## config.mk

```make
export PLATFORM = sky130hd
export DESIGN_NAME = fdq_top
export DESIGN_NICKNAME = d
export VERILOG_FILES = /design/src/hdl/fdq_pkg.sv /design/src/hdl/fdq_avs.sv /design/src/hdl/fdq_avm.sv /design/src/hdl/fdq_top.sv
export SDC_FILE = /design/constraint.sdc
export NUM_CORES = 2
export LEC_CHECK = 0
export BUFFER_PORTS_ARGS = -buffer_cell sky130_fd_sc_hd__buf_2
export CORE_UTILIZATION = 45
export DETAILED_ROUTE_END_ITERATION = 10
export PLACE_DENSITY_LB_ADDON = 0.25
export SYNTH_ARGS = -nofsm -noshare
export SYNTH_HDL_FRONTEND = slang
export SYNTH_SLANG_ARGS = --single-unit
```

## constraint.sdc

```tcl
create_clock -name clk -period 17.35 [get_ports clk]
set_clock_uncertainty 0.2 [all_clocks]
set_input_delay 1.735 -clock clk [delete_from_list [all_inputs] [get_ports clk]]
set_output_delay 1.735 -clock clk [all_outputs]
set_load 0.02 [all_outputs]
```

## src/hdl/fdq_pkg.sv

```systemverilog
package fdq_pkg;
  // Frame descriptor word offsets (bytes from descriptor base)
  localparam logic [31:0] FD_OFF_CONF  = 32'h0000_0000;
  localparam logic [31:0] FD_OFF_RSTAT = 32'h0000_0002;
  localparam logic [31:0] FD_OFF_CTL   = 32'h0000_0004;
  localparam logic [31:0] FD_OFF_NEXT  = 32'h0000_0006;
  localparam logic [31:0] FD_OFF_BD    = 32'h0000_000c;
  localparam logic [31:0] FD_OFF_LEN   = 32'h0000_0010;
  // Buffer descriptor word offsets
  localparam logic [31:0] BD_OFF_CTL   = 32'h0000_0006;
  localparam logic [31:0] BD_OFF_LEN   = 32'h0000_0008;
  localparam logic [31:0] BD_OFF_IND   = 32'h0000_000a;
  localparam logic [31:0] BD_OFF_NEXT  = 32'h0000_000e;
  // A pointer is two words, high half at the lower address
  localparam logic [31:0] PTR_LO       = 32'h0000_0002;
  // Bit positions inside descriptor words
  localparam int CONF_CFD  = 15;
  localparam int CONF_NEG  = 14;
  localparam int CONF_EMP  = 13;
  localparam int CONF_FTL  = 12;
  localparam int CONF_UR   = 11;
  localparam int CTL_NPV   = 15;
  localparam int CTL_WFD   = 14;
  localparam int BD_FINAL_BUFFER_MARK   = 15;
  localparam int BD_WBD    = 15;
  localparam int IND_LAST  = 15;
  localparam logic [15:0] IND_NRV_SET = 16'h8000;
  // Status word 0 bit positions
  localparam int ST_SENT = 0;
  localparam int ST_RECV = 1;
  localparam int ST_UR   = 2;
  localparam int ST_TRANSMIT_QUEUE_END_FLAG = 3;
  localparam int ST_FPE  = 4;
  localparam int ST_FPL  = 5;
  localparam int ST_BPE  = 6;
  localparam int ST_BPL  = 7;
  // Register byte addresses
  localparam logic [7:0] REG_STATUS  = 8'h00;
  localparam logic [7:0] REG_RETRY   = 8'h04;
  localparam logic [7:0] REG_EMASK   = 8'h08;
  localparam logic [7:0] REG_FREE_FD = 8'h0c;
  localparam logic [7:0] REG_FREE_BD = 8'h10;
  localparam logic [7:0] REG_ACTIVE  = 8'h14;
  localparam logic [7:0] REG_TXHEAD  = 8'h20;
  localparam logic [7:0] REG_RXTAIL  = 8'h30;
  // Reset values
  localparam logic [7:0]  RETRY_RST = 8'h00;
  localparam logic [15:0] EMASK_RST = 16'h0000;
  localparam int NQ = 4;

  typedef enum logic [4:0] {
    S_IDLE, T_LEN, T_BDH, T_BDL, T_BLEN, T_BCTL, T_BNH, T_BNL, T_XMIT,
    T_NPV, T_CONF, T_NH, T_NL, R_CTL, R_NH, R_NL, R_BCTL, R_BLEN, R_BIND,
    R_BNH, R_BNL, R_F0, R_F2, R_FCH, R_FCL, R_FLEN, R_T0, R_T6, R_T8
  } fdq_st_t;
endpackage

```

## src/hdl/fdq_avs.sv

```systemverilog
module fdq_avs (
  // Clock and reset
  input  wire logic        clk,
  input  wire logic        rst,
  // Avalon-MM slave
  input  wire logic [7:0]  avs_address,
  input  wire logic        avs_read,
  input  wire logic        avs_write,
  input  wire logic [31:0] avs_writedata,
  output logic      [31:0] avs_readdata,
  output logic             avs_waitrequest,
  // Register file side
  output logic             reg_wr,
  output logic      [7:0]  reg_addr,
  output logic      [31:0] reg_wdata,
  input  wire logic [31:0] reg_rdata
);
  typedef struct packed {
    logic        wreq;
    logic [31:0] rdata;
  } fdq_avs_t;

  fdq_avs_t r, n;

  // Every access answers one cycle after it is seen; waitrequest idles high
  always_comb begin
    n = r;
    n.wreq = 1'b1;
    if ((avs_read || avs_write) && r.wreq) begin
      n.wreq = 1'b0;
      n.rdata = avs_read ? reg_rdata : 32'h0000_0000;
    end
  end

  // The write lands once, in the cycle before waitrequest drops
  assign reg_wr    = avs_write && r.wreq;
  assign reg_addr  = avs_address;
  assign reg_wdata = avs_writedata;
  assign avs_readdata    = r.rdata;
  assign avs_waitrequest = r.wreq;

  always_ff @(posedge clk) begin
    if (rst) begin
      r <= '{wreq: 1'b1, rdata: 32'h0000_0000};
    end else begin
      r <= n;
    end
  end
endmodule

```

## src/hdl/fdq_avm.sv

```systemverilog
module fdq_avm (
  // Clock and reset
  input  wire logic        clk,
  input  wire logic        rst,
  // Request side
  input  wire logic        go,
  input  wire logic        we,
  input  wire logic [31:0] addr,
  input  wire logic [15:0] wdata,
  output logic             done,
  output logic      [15:0] rdata,
  // Avalon-MM master to descriptor memory
  output logic      [31:0] avm_address,
  output logic             avm_read,
  output logic             avm_write,
  output logic      [15:0] avm_writedata,
  input  wire logic [15:0] avm_readdata,
  input  wire logic        avm_waitrequest
);
  typedef struct packed {
    logic [31:0] addr;
    logic        rd;
    logic        wr;
    logic [15:0] wdata;
    logic        done;
    logic [15:0] rdata;
  } fdq_avm_t;

  fdq_avm_t r, n;

  // Request held until waitrequest is seen low, then done pulses once
  always_comb begin
    n = r;
    n.done = 1'b0;
    if ((r.rd || r.wr) && !avm_waitrequest) begin
      n.rd = 1'b0;
      n.wr = 1'b0;
      n.done = 1'b1;
      n.rdata = avm_readdata;
    end else if (go && !r.rd && !r.wr) begin
      n.addr = addr;
      n.rd = !we;
      n.wr = we;
      n.wdata = wdata;
    end
  end

  assign done          = r.done;
  assign rdata         = r.rdata;
  assign avm_address   = r.addr;
  assign avm_read      = r.rd;
  assign avm_write     = r.wr;
  assign avm_writedata = r.wdata;

  always_ff @(posedge clk) begin
    if (rst) begin
      r <= '0;
    end else begin
      r <= n;
    end
  end
endmodule

```

## src/hdl/fdq_top.sv

```systemverilog
// Notes on behaviour
// - End of a transmit queue sets transmit_queue_end_flag, status bit 3.
// - One head pointer per transmit queue; transmission starts from it.
// - Confirmation word: confirm set, negative on failure, drained on last frame.
// - Buffer byte sum above frame length sets negative and too-long flags.
// - Underrun sets descriptor starved flag and status underrun bit.
// - Underrun alone triggers retransmission while retry limit not exceeded.
// - Sent-frame status flag is set as the last transmit step.
// - Last free frame descriptor is retained and its link rechecked per frame.
// - Final free buffer descriptor is never used; mark rechecked per frame.
// - Four receive queues; device updates each tail pointer after reception.
// - Indication bit 15 written zero for taken frame descriptor.
// - Receive status stored; masked error bits discard the frame.
// - Clear link bit flags pool empty yet descriptor used; low mark flags.
// - Final buffer mark skips descriptor, flags empty; indication written per buffer.
// - Set tail more-valid, link new descriptor, move tail, flag reception.
// - Confirm and drained written in one access right after link sampling.
module fdq_top
  import fdq_pkg::*;
(
  // Clock and reset
  input  wire logic        clk,
  input  wire logic        rst,
  // Register slave
  input  wire logic [7:0]  avs_address,
  input  wire logic        avs_read,
  input  wire logic        avs_write,
  input  wire logic [31:0] avs_writedata,
  output logic      [31:0] avs_readdata,
  output logic             avs_waitrequest,
  // Descriptor memory master
  output logic      [31:0] avm_address,
  output logic             avm_read,
  output logic             avm_write,
  output logic      [15:0] avm_writedata,
  input  wire logic [15:0] avm_readdata,
  input  wire logic        avm_waitrequest,
  // Transmit link
  output logic             tx_go,
  output logic      [31:0] tx_fd,
  output logic      [1:0]  tx_prio,
  input  wire logic        tx_done,
  input  wire logic        tx_underrun,
  // Receive link
  input  wire logic        rx_valid,
  output logic             rx_ready,
  input  wire logic [1:0]  rx_prio,
  input  wire logic [15:0] rx_len,
  input  wire logic [15:0] rx_status
);
  import fdq_pkg::*;

  typedef struct packed {
    fdq_st_t            state;
    logic               pend;
    logic [NQ-1:0][31:0] head;
    logic [NQ-1:0][31:0] tail;
    logic [NQ-1:0]      act;
    logic [31:0]        free_fd;
    logic [31:0]        free_bd;
    logic               held;
    logic [31:0]        fd;
    logic [31:0]        bd;
    logic [31:0]        first_bd;
    logic [31:0]        nxt;
    logic [31:0]        nfd;
    logic [1:0]         q;
    logic [15:0]        flen;
    logic [16:0]        sum;
    logic [15:0]        rem;
    logic [14:0]        blen;
    logic               next_link_valid;
    logic               ur;
    logic               fail;
    logic               txw;
    logic [7:0]         retry;
    logic               got_bd;
    logic               lastbd;
    logic [15:0]        rstat;
    logic [7:0]         sts;
    logic [7:0]         rlim;
    logic [15:0]        emask;
    logic               tx_go;
    logic               rx_rdy;
  } fdq_top_t;

  fdq_top_t r, n;

  logic        s_wr;
  logic [7:0]  s_addr;
  logic [31:0] s_wdata;
  logic [31:0] s_rdata;
  logic        m_go;
  logic        m_we;
  logic [31:0] m_addr;
  logic [15:0] m_wdata;
  logic        m_done;
  logic [15:0] m_rdata;
  logic [7:0]  st_set;
  logic [7:0]  st_clr;
  logic [1:0]  pick;
  logic [15:0] used;
  logic        blast;
  logic        frame_too_long_flag;

  // States that own a descriptor memory cycle
  function automatic logic is_mem(input fdq_st_t s);
    return !(s == S_IDLE || s == T_XMIT);
  endfunction

  fdq_avs u_avs (
    .clk             (clk),
    .rst             (rst),
    .avs_address     (avs_address),
    .avs_read        (avs_read),
    .avs_write       (avs_write),
    .avs_writedata   (avs_writedata),
    .avs_readdata    (avs_readdata),
    .avs_waitrequest (avs_waitrequest),
    .reg_wr          (s_wr),
    .reg_addr        (s_addr),
    .reg_wdata       (s_wdata),
    .reg_rdata       (s_rdata)
  );

  fdq_avm u_avm (
    .clk             (clk),
    .rst             (rst),
    .go              (m_go),
    .we              (m_we),
    .addr            (m_addr),
    .wdata           (m_wdata),
    .done            (m_done),
    .rdata           (m_rdata),
    .avm_address     (avm_address),
    .avm_read        (avm_read),
    .avm_write       (avm_write),
    .avm_writedata   (avm_writedata),
    .avm_readdata    (avm_readdata),
    .avm_waitrequest (avm_waitrequest)
  );

  // Register read mux; unmapped addresses read zero
  always_comb begin
    s_rdata = 32'h0000_0000;
    unique case (s_addr)
      REG_STATUS:  s_rdata = {24'h00_0000, r.sts};
      REG_RETRY:   s_rdata = {24'h00_0000, r.rlim};
      REG_EMASK:   s_rdata = {16'h0000, r.emask};
      REG_FREE_FD: s_rdata = r.free_fd;
      REG_FREE_BD: s_rdata = r.free_bd;
      REG_ACTIVE:  s_rdata = {28'h000_0000, r.act};
      default: begin
        for (int i = 0; i < NQ; i++) begin
          if (s_addr == 8'(REG_TXHEAD + 4 * i)) s_rdata = r.head[i];
          if (s_addr == 8'(REG_RXTAIL + 4 * i)) s_rdata = r.tail[i];
        end
      end
    endcase
  end

  // Highest active transmit priority wins
  always_comb begin
    pick = 2'h0;
    for (int i = 0; i < NQ; i++) begin
      if (r.act[i]) pick = 2'(i);
    end
  end

  // Buffer fill: take what still fits; last when the frame ends here
  assign used  = ({1'b0, r.blen} < r.rem) ? {1'b0, r.blen} : r.rem;
  assign blast = r.rem <= {1'b0, r.blen};
  assign frame_too_long_flag   = r.sum > {1'b0, r.flen};

  // One memory cycle per descriptor word
  assign m_go = !r.pend && is_mem(r.state);

  always_comb begin
    n = r;
    n.tx_go = 1'b0;
    st_set = 8'h00;
    st_clr = 8'h00;
    m_we = 1'b0;
    m_addr = 32'h0000_0000;
    m_wdata = 16'h0000;
    if (m_go) n.pend = 1'b1;
    else if (m_done) n.pend = 1'b0;
    // Software writes; a head write is the start command
    if (s_wr) begin
      unique case (s_addr)
        REG_STATUS:  st_clr = s_wdata[7:0];
        REG_RETRY:   n.rlim = s_wdata[7:0];
        REG_EMASK:   n.emask = s_wdata[15:0];
        REG_FREE_FD: begin
          n.free_fd = s_wdata;
          n.held = 1'b0;
        end
        REG_FREE_BD: n.free_bd = s_wdata;
        default: begin
          for (int i = 0; i < NQ; i++) begin
            if (s_addr == 8'(REG_TXHEAD + 4 * i)) begin
              n.head[i] = s_wdata;
              n.act[i] = 1'b1;
            end
            if (s_addr == 8'(REG_RXTAIL + 4 * i)) n.tail[i] = s_wdata;
          end
        end
      endcase
    end
    unique case (r.state)
      S_IDLE: begin
        n.rx_rdy = 1'b1;
        if (rx_valid && r.rx_rdy) begin
          n.q = rx_prio;
          n.rem = rx_len;
          n.flen = rx_len;
          n.rstat = rx_status;
          n.fd = r.free_fd;
          n.bd = r.free_bd;
          n.got_bd = 1'b0;
          // Frames with masked error bits are dropped untouched
          if ((rx_status & r.emask) == 16'h0000) begin
            n.rx_rdy = 1'b0;
            n.state = R_CTL;
          end
        end else if (|r.act) begin
          n.rx_rdy = 1'b0;
          n.q = pick;
          n.fd = r.head[pick];
          n.sum = 17'h0_0000;
          n.ur = 1'b0;
          n.fail = 1'b0;
          n.retry = 8'h00;
          n.state = T_LEN;
        end
      end
      // Transmit: gather length and walk buffers to sum their bytes
      T_LEN: begin
        m_addr = r.fd + FD_OFF_LEN;
        if (m_done) begin
          n.flen = m_rdata;
          n.state = T_BDH;
        end
      end
      T_BDH: begin
        m_addr = r.fd + FD_OFF_BD;
        if (m_done) begin
          n.nxt[31:16] = m_rdata;
          n.state = T_BDL;
        end
      end
      T_BDL: begin
        m_addr = r.fd + FD_OFF_BD + PTR_LO;
        if (m_done) begin
          n.bd = {r.nxt[31:16], m_rdata};
          n.state = T_BLEN;
        end
      end
      T_BLEN: begin
        m_addr = r.bd + BD_OFF_LEN;
        if (m_done) begin
          n.sum = r.sum + {2'b00, m_rdata[14:0]};
          n.state = T_BCTL;
        end
      end
      T_BCTL: begin
        m_addr = r.bd + BD_OFF_CTL;
        if (m_done) n.state = m_rdata[BD_FINAL_BUFFER_MARK] ? T_XMIT : T_BNH;
      end
      T_BNH: begin
        m_addr = r.bd + BD_OFF_NEXT;
        if (m_done) begin
          n.nxt[31:16] = m_rdata;
          n.state = T_BNL;
        end
      end
      T_BNL: begin
        m_addr = r.bd + BD_OFF_NEXT + PTR_LO;
        if (m_done) begin
          n.bd = {r.nxt[31:16], m_rdata};
          n.state = T_BLEN;
        end
      end
      // Hand the frame to the link; only an underrun earns another try
      T_XMIT: begin
        if (!r.txw) begin
          n.tx_go = 1'b1;
          n.txw = 1'b1;
        end else if (tx_done) begin
          n.txw = 1'b0;
          n.fail = 1'b0;
          if (tx_underrun) begin
            n.ur = 1'b1;
            st_set[ST_UR] = 1'b1;
            if (r.retry < r.rlim) n.retry = r.retry + 8'h01;
            else begin
              n.fail = 1'b1;
              n.state = T_NPV;
            end
          end else begin
            n.state = T_NPV;
          end
        end
      end
      T_NPV: begin
        m_addr = r.fd + FD_OFF_CTL;
        if (m_done) begin
          n.next_link_valid = m_rdata[CTL_NPV];
          n.state = T_CONF;
        end
      end
      // Confirm and drained go out together right after the link sample
      T_CONF: begin
        m_we = 1'b1;
        m_addr = r.fd + FD_OFF_CONF;
        m_wdata[CONF_CFD] = 1'b1;
        m_wdata[CONF_NEG] = r.fail || frame_too_long_flag;
        m_wdata[CONF_EMP] = !r.next_link_valid;
        m_wdata[CONF_FTL] = frame_too_long_flag;
        m_wdata[CONF_UR] = r.ur;
        if (m_done) begin
          if (r.next_link_valid) n.state = T_NH;
          else begin
            n.act[r.q] = 1'b0;
            st_set[ST_TRANSMIT_QUEUE_END_FLAG] = 1'b1;
            st_set[ST_SENT] = 1'b1;
            n.state = S_IDLE;
          end
        end
      end
      T_NH: begin
        m_addr = r.fd + FD_OFF_NEXT;
        if (m_done) begin
          n.nxt[31:16] = m_rdata;
          n.state = T_NL;
        end
      end
      T_NL: begin
        m_addr = r.fd + FD_OFF_NEXT + PTR_LO;
        if (m_done) begin
          n.head[r.q] = {r.nxt[31:16], m_rdata};
          st_set[ST_SENT] = 1'b1;
          n.state = S_IDLE;
        end
      end
      // Receive: sample the free descriptor's link and low mark
      R_CTL: begin
        m_addr = r.fd + FD_OFF_CTL;
        if (m_done) begin
          n.next_link_valid = m_rdata[CTL_NPV];
          if (r.held) begin
            // Retained descriptor already used; follow its link if refilled
            if (m_rdata[CTL_NPV]) n.state = R_NH;
            else begin
              st_set[ST_FPE] = 1'b1;
              n.state = S_IDLE;
            end
          end else begin
            st_set[ST_FPE] = !m_rdata[CTL_NPV];
            st_set[ST_FPL] = m_rdata[CTL_WFD];
            if (m_rdata[CTL_NPV]) n.state = R_NH;
            else n.state = (r.rem != 16'h0000) ? R_BCTL : R_F0;
          end
        end
      end
      R_NH: begin
        m_addr = r.fd + FD_OFF_NEXT;
        if (m_done) begin
          n.nfd[31:16] = m_rdata;
          n.state = R_NL;
        end
      end
      R_NL: begin
        m_addr = r.fd + FD_OFF_NEXT + PTR_LO;
        if (m_done) begin
          n.nfd[15:0] = m_rdata;
          if (r.held) begin
            n.fd = {r.nfd[31:16], m_rdata};
            n.held = 1'b0;
            n.state = R_CTL;
          end else begin
            n.state = (r.rem != 16'h0000) ? R_BCTL : R_F0;
          end
        end
      end
      R_BCTL: begin
        m_addr = r.bd + BD_OFF_CTL;
        if (m_done) begin
          if (m_rdata[BD_FINAL_BUFFER_MARK]) begin
            st_set[ST_BPE] = 1'b1;
            n.state = R_F0;
          end else begin
            n.state = R_BLEN;
          end
        end
      end
      R_BLEN: begin
        m_addr = r.bd + BD_OFF_LEN;
        if (m_done) begin
          n.blen = m_rdata[14:0];
          st_set[ST_BPL] = m_rdata[BD_WBD];
          n.state = R_BIND;
        end
      end
      R_BIND: begin
        m_we = 1'b1;
        m_addr = r.bd + BD_OFF_IND;
        m_wdata = {blast, 15'({1'b0, r.blen} - used)};
        if (m_done) begin
          if (!r.got_bd) n.first_bd = r.bd;
          n.got_bd = 1'b1;
          n.rem = r.rem - used;
          n.lastbd = blast;
          n.state = R_BNH;
        end
      end
      R_BNH: begin
        m_addr = r.bd + BD_OFF_NEXT;
        if (m_done) begin
          n.nxt[31:16] = m_rdata;
          n.state = R_BNL;
        end
      end
      R_BNL: begin
        m_addr = r.bd + BD_OFF_NEXT + PTR_LO;
        if (m_done) begin
          n.bd = {r.nxt[31:16], m_rdata};
          n.state = r.lastbd ? R_F0 : R_BCTL;
        end
      end
      // New descriptor becomes the queue's last: more-valid written zero
      R_F0: begin
        m_we = 1'b1;
        m_addr = r.fd + FD_OFF_CONF;
        m_wdata = 16'h0000;
        if (m_done) begin
          n.free_bd = r.bd;
          n.state = R_F2;
        end
      end
      R_F2: begin
        m_we = 1'b1;
        m_addr = r.fd + FD_OFF_RSTAT;
        m_wdata = r.rstat;
        if (m_done) n.state = r.got_bd ? R_FCH : R_FLEN;
      end
      R_FCH: begin
        m_we = 1'b1;
        m_addr = r.fd + FD_OFF_BD;
        m_wdata = r.first_bd[31:16];
        if (m_done) n.state = R_FCL;
      end
      R_FCL: begin
        m_we = 1'b1;
        m_addr = r.fd + FD_OFF_BD + PTR_LO;
        m_wdata = r.first_bd[15:0];
        if (m_done) n.state = R_FLEN;
      end
      R_FLEN: begin
        m_we = 1'b1;
        m_addr = r.fd + FD_OFF_LEN;
        m_wdata = r.flen;
        if (m_done) n.state = R_T0;
      end
      // Link behind the old tail, then move the tail and report
      R_T0: begin
        m_we = 1'b1;
        m_addr = r.tail[r.q] + FD_OFF_CONF;
        m_wdata = IND_NRV_SET;
        if (m_done) n.state = R_T6;
      end
      R_T6: begin
        m_we = 1'b1;
        m_addr = r.tail[r.q] + FD_OFF_NEXT;
        m_wdata = r.fd[31:16];
        if (m_done) n.state = R_T8;
      end
      R_T8: begin
        m_we = 1'b1;
        m_addr = r.tail[r.q] + FD_OFF_NEXT + PTR_LO;
        m_wdata = r.fd[15:0];
        if (m_done) begin
          n.tail[r.q] = r.fd;
          n.free_fd = r.next_link_valid ? r.nfd : r.fd;
          n.held = !r.next_link_valid;
          st_set[ST_RECV] = 1'b1;
          n.state = S_IDLE;
        end
      end
    endcase
    // Hardware set wins over a software clear in the same cycle
    n.sts = (r.sts & ~st_clr) | st_set;
  end

  assign tx_go    = r.tx_go;
  assign tx_fd    = r.fd;
  assign tx_prio  = r.q;
  assign rx_ready = r.rx_rdy;

  always_ff @(posedge clk) begin
    if (rst) begin
      r <= '0;
      r.state <= S_IDLE;
      r.rlim <= RETRY_RST;
      r.emask <= EMASK_RST;
    end else begin
      r <= n;
    end
  end
endmodule

```

==> impl_metrics.yaml <==
clock_network:
  cts.sinks: 705
  cts_root_buf: "clkbuf_16"
  post_cts_buffers: 0
  cts_made_buffers: 83
  cts_max_level: 3
  post_cts_resized: 0
  cts_buffer_depth: 3
  cts_tree: "yes"
  clk-insertion-delay-late_ns: 0.69
  clk_pin_slew_ns: 0.07
  cts_hold_buffers: 0
yosys:
  synth_top_family_by_area: "compound AO/OA/AOI/OAI gates"
  syn-cell-area_mm2: 0.0458
  synth-edff-count: 0
  ys_types: 98
  synth-compound-area-share: 0.279
  synth_nets: 6377
  ys_ff_latch: 705
  yosysWarnings: 0
  synth_simple_gate_area_share: 0.235
  async_reset_ff_frac: 0
  ys.flop_type: "dfxtp_1"
  synth-xor-area-share: 0.0346
  seq_area_frac_synth: 0.308
  synthAdderAreaFrac: 0.0232
  synthCells: 6200
  syn_area_per_cell_um2: 7.39
  muxShareOfSynthArea: 0.0554
route:
  wirelength_mm: 237
  vias: 52743
  dr.pass1.iters: 9
  drtAntennaViolNets: 0
  drtIter0Drc: 9133
  wl_per_cell_um: 31.8
  drcViolationCount: 0
  vias_per_cell: 7.09
place:
  place_congestion: 1.07
  dp.cells: 7301
  port_buffers: 216
  hpwl_mm: 159
critical_path:
  crit_buf_inv: 2
  worstPathRequired_ns: 17.70
  crit_path_max_incr_delay_ns: 0.88
  timing.rr.start: "tx_prio[0]"
  crit_path_top_delay_cell: "dfxtp_2"
  worstPathCellList: "buf_4, mux4_2, inv_1, ha_1, and4b_1, a21boi_2, o21ai_0, a22oi_2, or4b_4, or4b_1, nor4_4, nand2_2, xnor2_1, a2111oi_1, nor3_1"
  startpoint: "tx_prio[0]"
  crit_type: "reg -> reg"
  cp_top_family: "simple AND/OR/NAND/NOR gates"
  crit_arrival_ns: 6.65
  path_max_fanout: 22
  crit_path_start_kind: "flip-flop"
  endpoint_kind: "flip-flop"
power:
  p_sw_mw: 2.31
  total_power_mw: 5.54
  p_seq_frac: 0.331
  ir_worst_vdd_uv: 93.4
  swShare: 0.417
  clkPwrFrac: 0.314
  p_comb_frac: 0.355
  pwr_density_cell_mw_per_mm2: 110
  internal_power_mw: 3.23
  power.leakage_nw: 17.4
global_route:
  track_usage: 0.440
  met3_usage: 0.142
  first_global_vias: 47967
  grt_overflow: 0
  use_met1: 0.563
  grt_util_met2: 0.629
  grt_pass1_wl_mm: 337
  antenna_found_initial: 9
  grt_max_degree: 117
  top_usage_layer: "met2"
timing:
  drv_slew: 0
  rsz0062_at_grt: "false"
  post-route-period-util: 0.363
  tns_ns: 0
  relSlewSlack: 0.0874
  finalSetupViolations: 0
  hold_viol: 0
  holdWs_ns: 0.248
  worst_pin_slew_ns: 1.37
  max_freq_mhz: 159
  finalCriticalPeriod_ns: 6.30
final_layout:
  layout-drive-gt1-share: 0.114
  fin_nets: 6206
  final_common_cell: "nand2_1"
  fin_util: 0.500
  final_cell_mix: "876 x nand2_1, 725 x nor2_1, 701 x dfxtp_1, 439 x a21oi_1, 291 x nand3_1"
  synthToLayoutAreaGrowth_pct: 9.70
  final_cells: 7443
run_status:
  outcome: "finished, final reports clean"
floorplan:
  start_util: 0.456
  num_rows: 116
  die_area_mm2: 0.103
  dieWidth_um: 321
  core-area_mm2: 0.100
  io_pins: 217
  die_y_um: 321
min_path:
  worst_hold_startpoint: "u_avm.avm_writedata[7]"
  hold_class: "reg -> reg"
run:
  cap_violations: 0
[kinds of logic (layout without fill, tap and decap cells)]
| family | count (synthesis) | count (layout) |
|---|---|---|
| xor gates and xnor gates | 181 | 181 |
| other | 0 | 4 |
| adders and majority gates | 85 | 85 |
| muxes | 210 | 210 |
| AOI/OAI and AO/OA | 1855 | 1855 |
| buffers and inverters | 745 | 627 |
| and+or+nand+nor | 2419 | 2419 |
| DFF | 705 | 705 |
[registers in the layout (all words and copies together) (netlist names), 2 cells and up]
name and cells:
r 569, tx_fd 32, u_avm.avm_address 32, u_avs.avs_readdata 32, u_avm.avm_writedata 16, u_avm.rdata 16, tx_prio 2
[layout make-up]
cell class	instances	area [um^2]
clock inverter	23	234
multi-input combinational	4750	29000
clock buffer	115	2360
antenna	4	10.0
sequential	705	14100
tap	1357	1700
inverter	83	312
fill	9951	50200
timing repair buffer	406	2520
[final timing paths]
path | to | slack [ns] | cells past startpoint
max | u_avm.avm_address[27] | 11.05 | 15
min | u_avm.avm_writedata[7] | 0.25 | 2
max reg2reg | u_avm.avm_address[27] | 11.05 | 15
min reg2reg | u_avm.avm_writedata[7] | 0.25 | 2
[routing by layer]
metal / wire length (um) / share of wire / vias up
li1: - / - / 22386
met1: 87500 / 0.37 / 24816
met2: 95800 / 0.40 / 4462
met3: 34900 / 0.15 / 1071
met4: 18500 / 0.078 / 8
met5: 55 / 0.00023 / -
[cell usage after synthesis (79+ instances only)]
cell type,count,share of area
nand2_1,891,0.073
nor2_1,744,0.061
dfxtp_1,705,0.31
clkbuf_1,565,0.046
a21oi_1,442,0.048
nand3_1,297,0.032
o21ai_0,249,0.027
a311oi_1,237,0.045
a211oi_1,213,0.035
a22oi_1,184,0.030
mux2i_1,149,0.033
nor3_1,104,0.011
xnor2_1,101,0.019
inv_1,81,0.0066
xor2_1,80,0.015
nand4_1,79,0.011
[stage by stage]
step                cell area, um^2  worst slack (ns)
detailed placement            47600             10.86
floorplan                     45800             11.90
global route                  50200             10.93
CTS                           50200             11.23
global placement              47600             10.86
finish                        50200             11.05
[power groups by stage]
stage	Clock [mW]	Sequential, mW	Combinational, mW
2_1_floorplan	0	1.79	1.23
3_3_place_gp	0	1.85	1.86
3_5_place_dp	0	1.85	1.85
4_1_cts	1.73	1.82	1.86
5_1_grt	1.80	1.83	2.04
6_report	1.74	1.83	1.97
[worst reg2reg max path: cells and delay by family, from the launching register on]
family                   cells  cell delay [ns]
AO/OA/AOI/OAI                4             1.19
XOR/XNOR                     1             0.13
adder cells (fa/ha/maj)      1             0.23
buffers and inverters        2             0.65
flip-flops                   1             0.88
multiplexers                 1             0.72
AND/OR/NAND/NOR              6             2.17
Power figures use the tool's default switching activity.
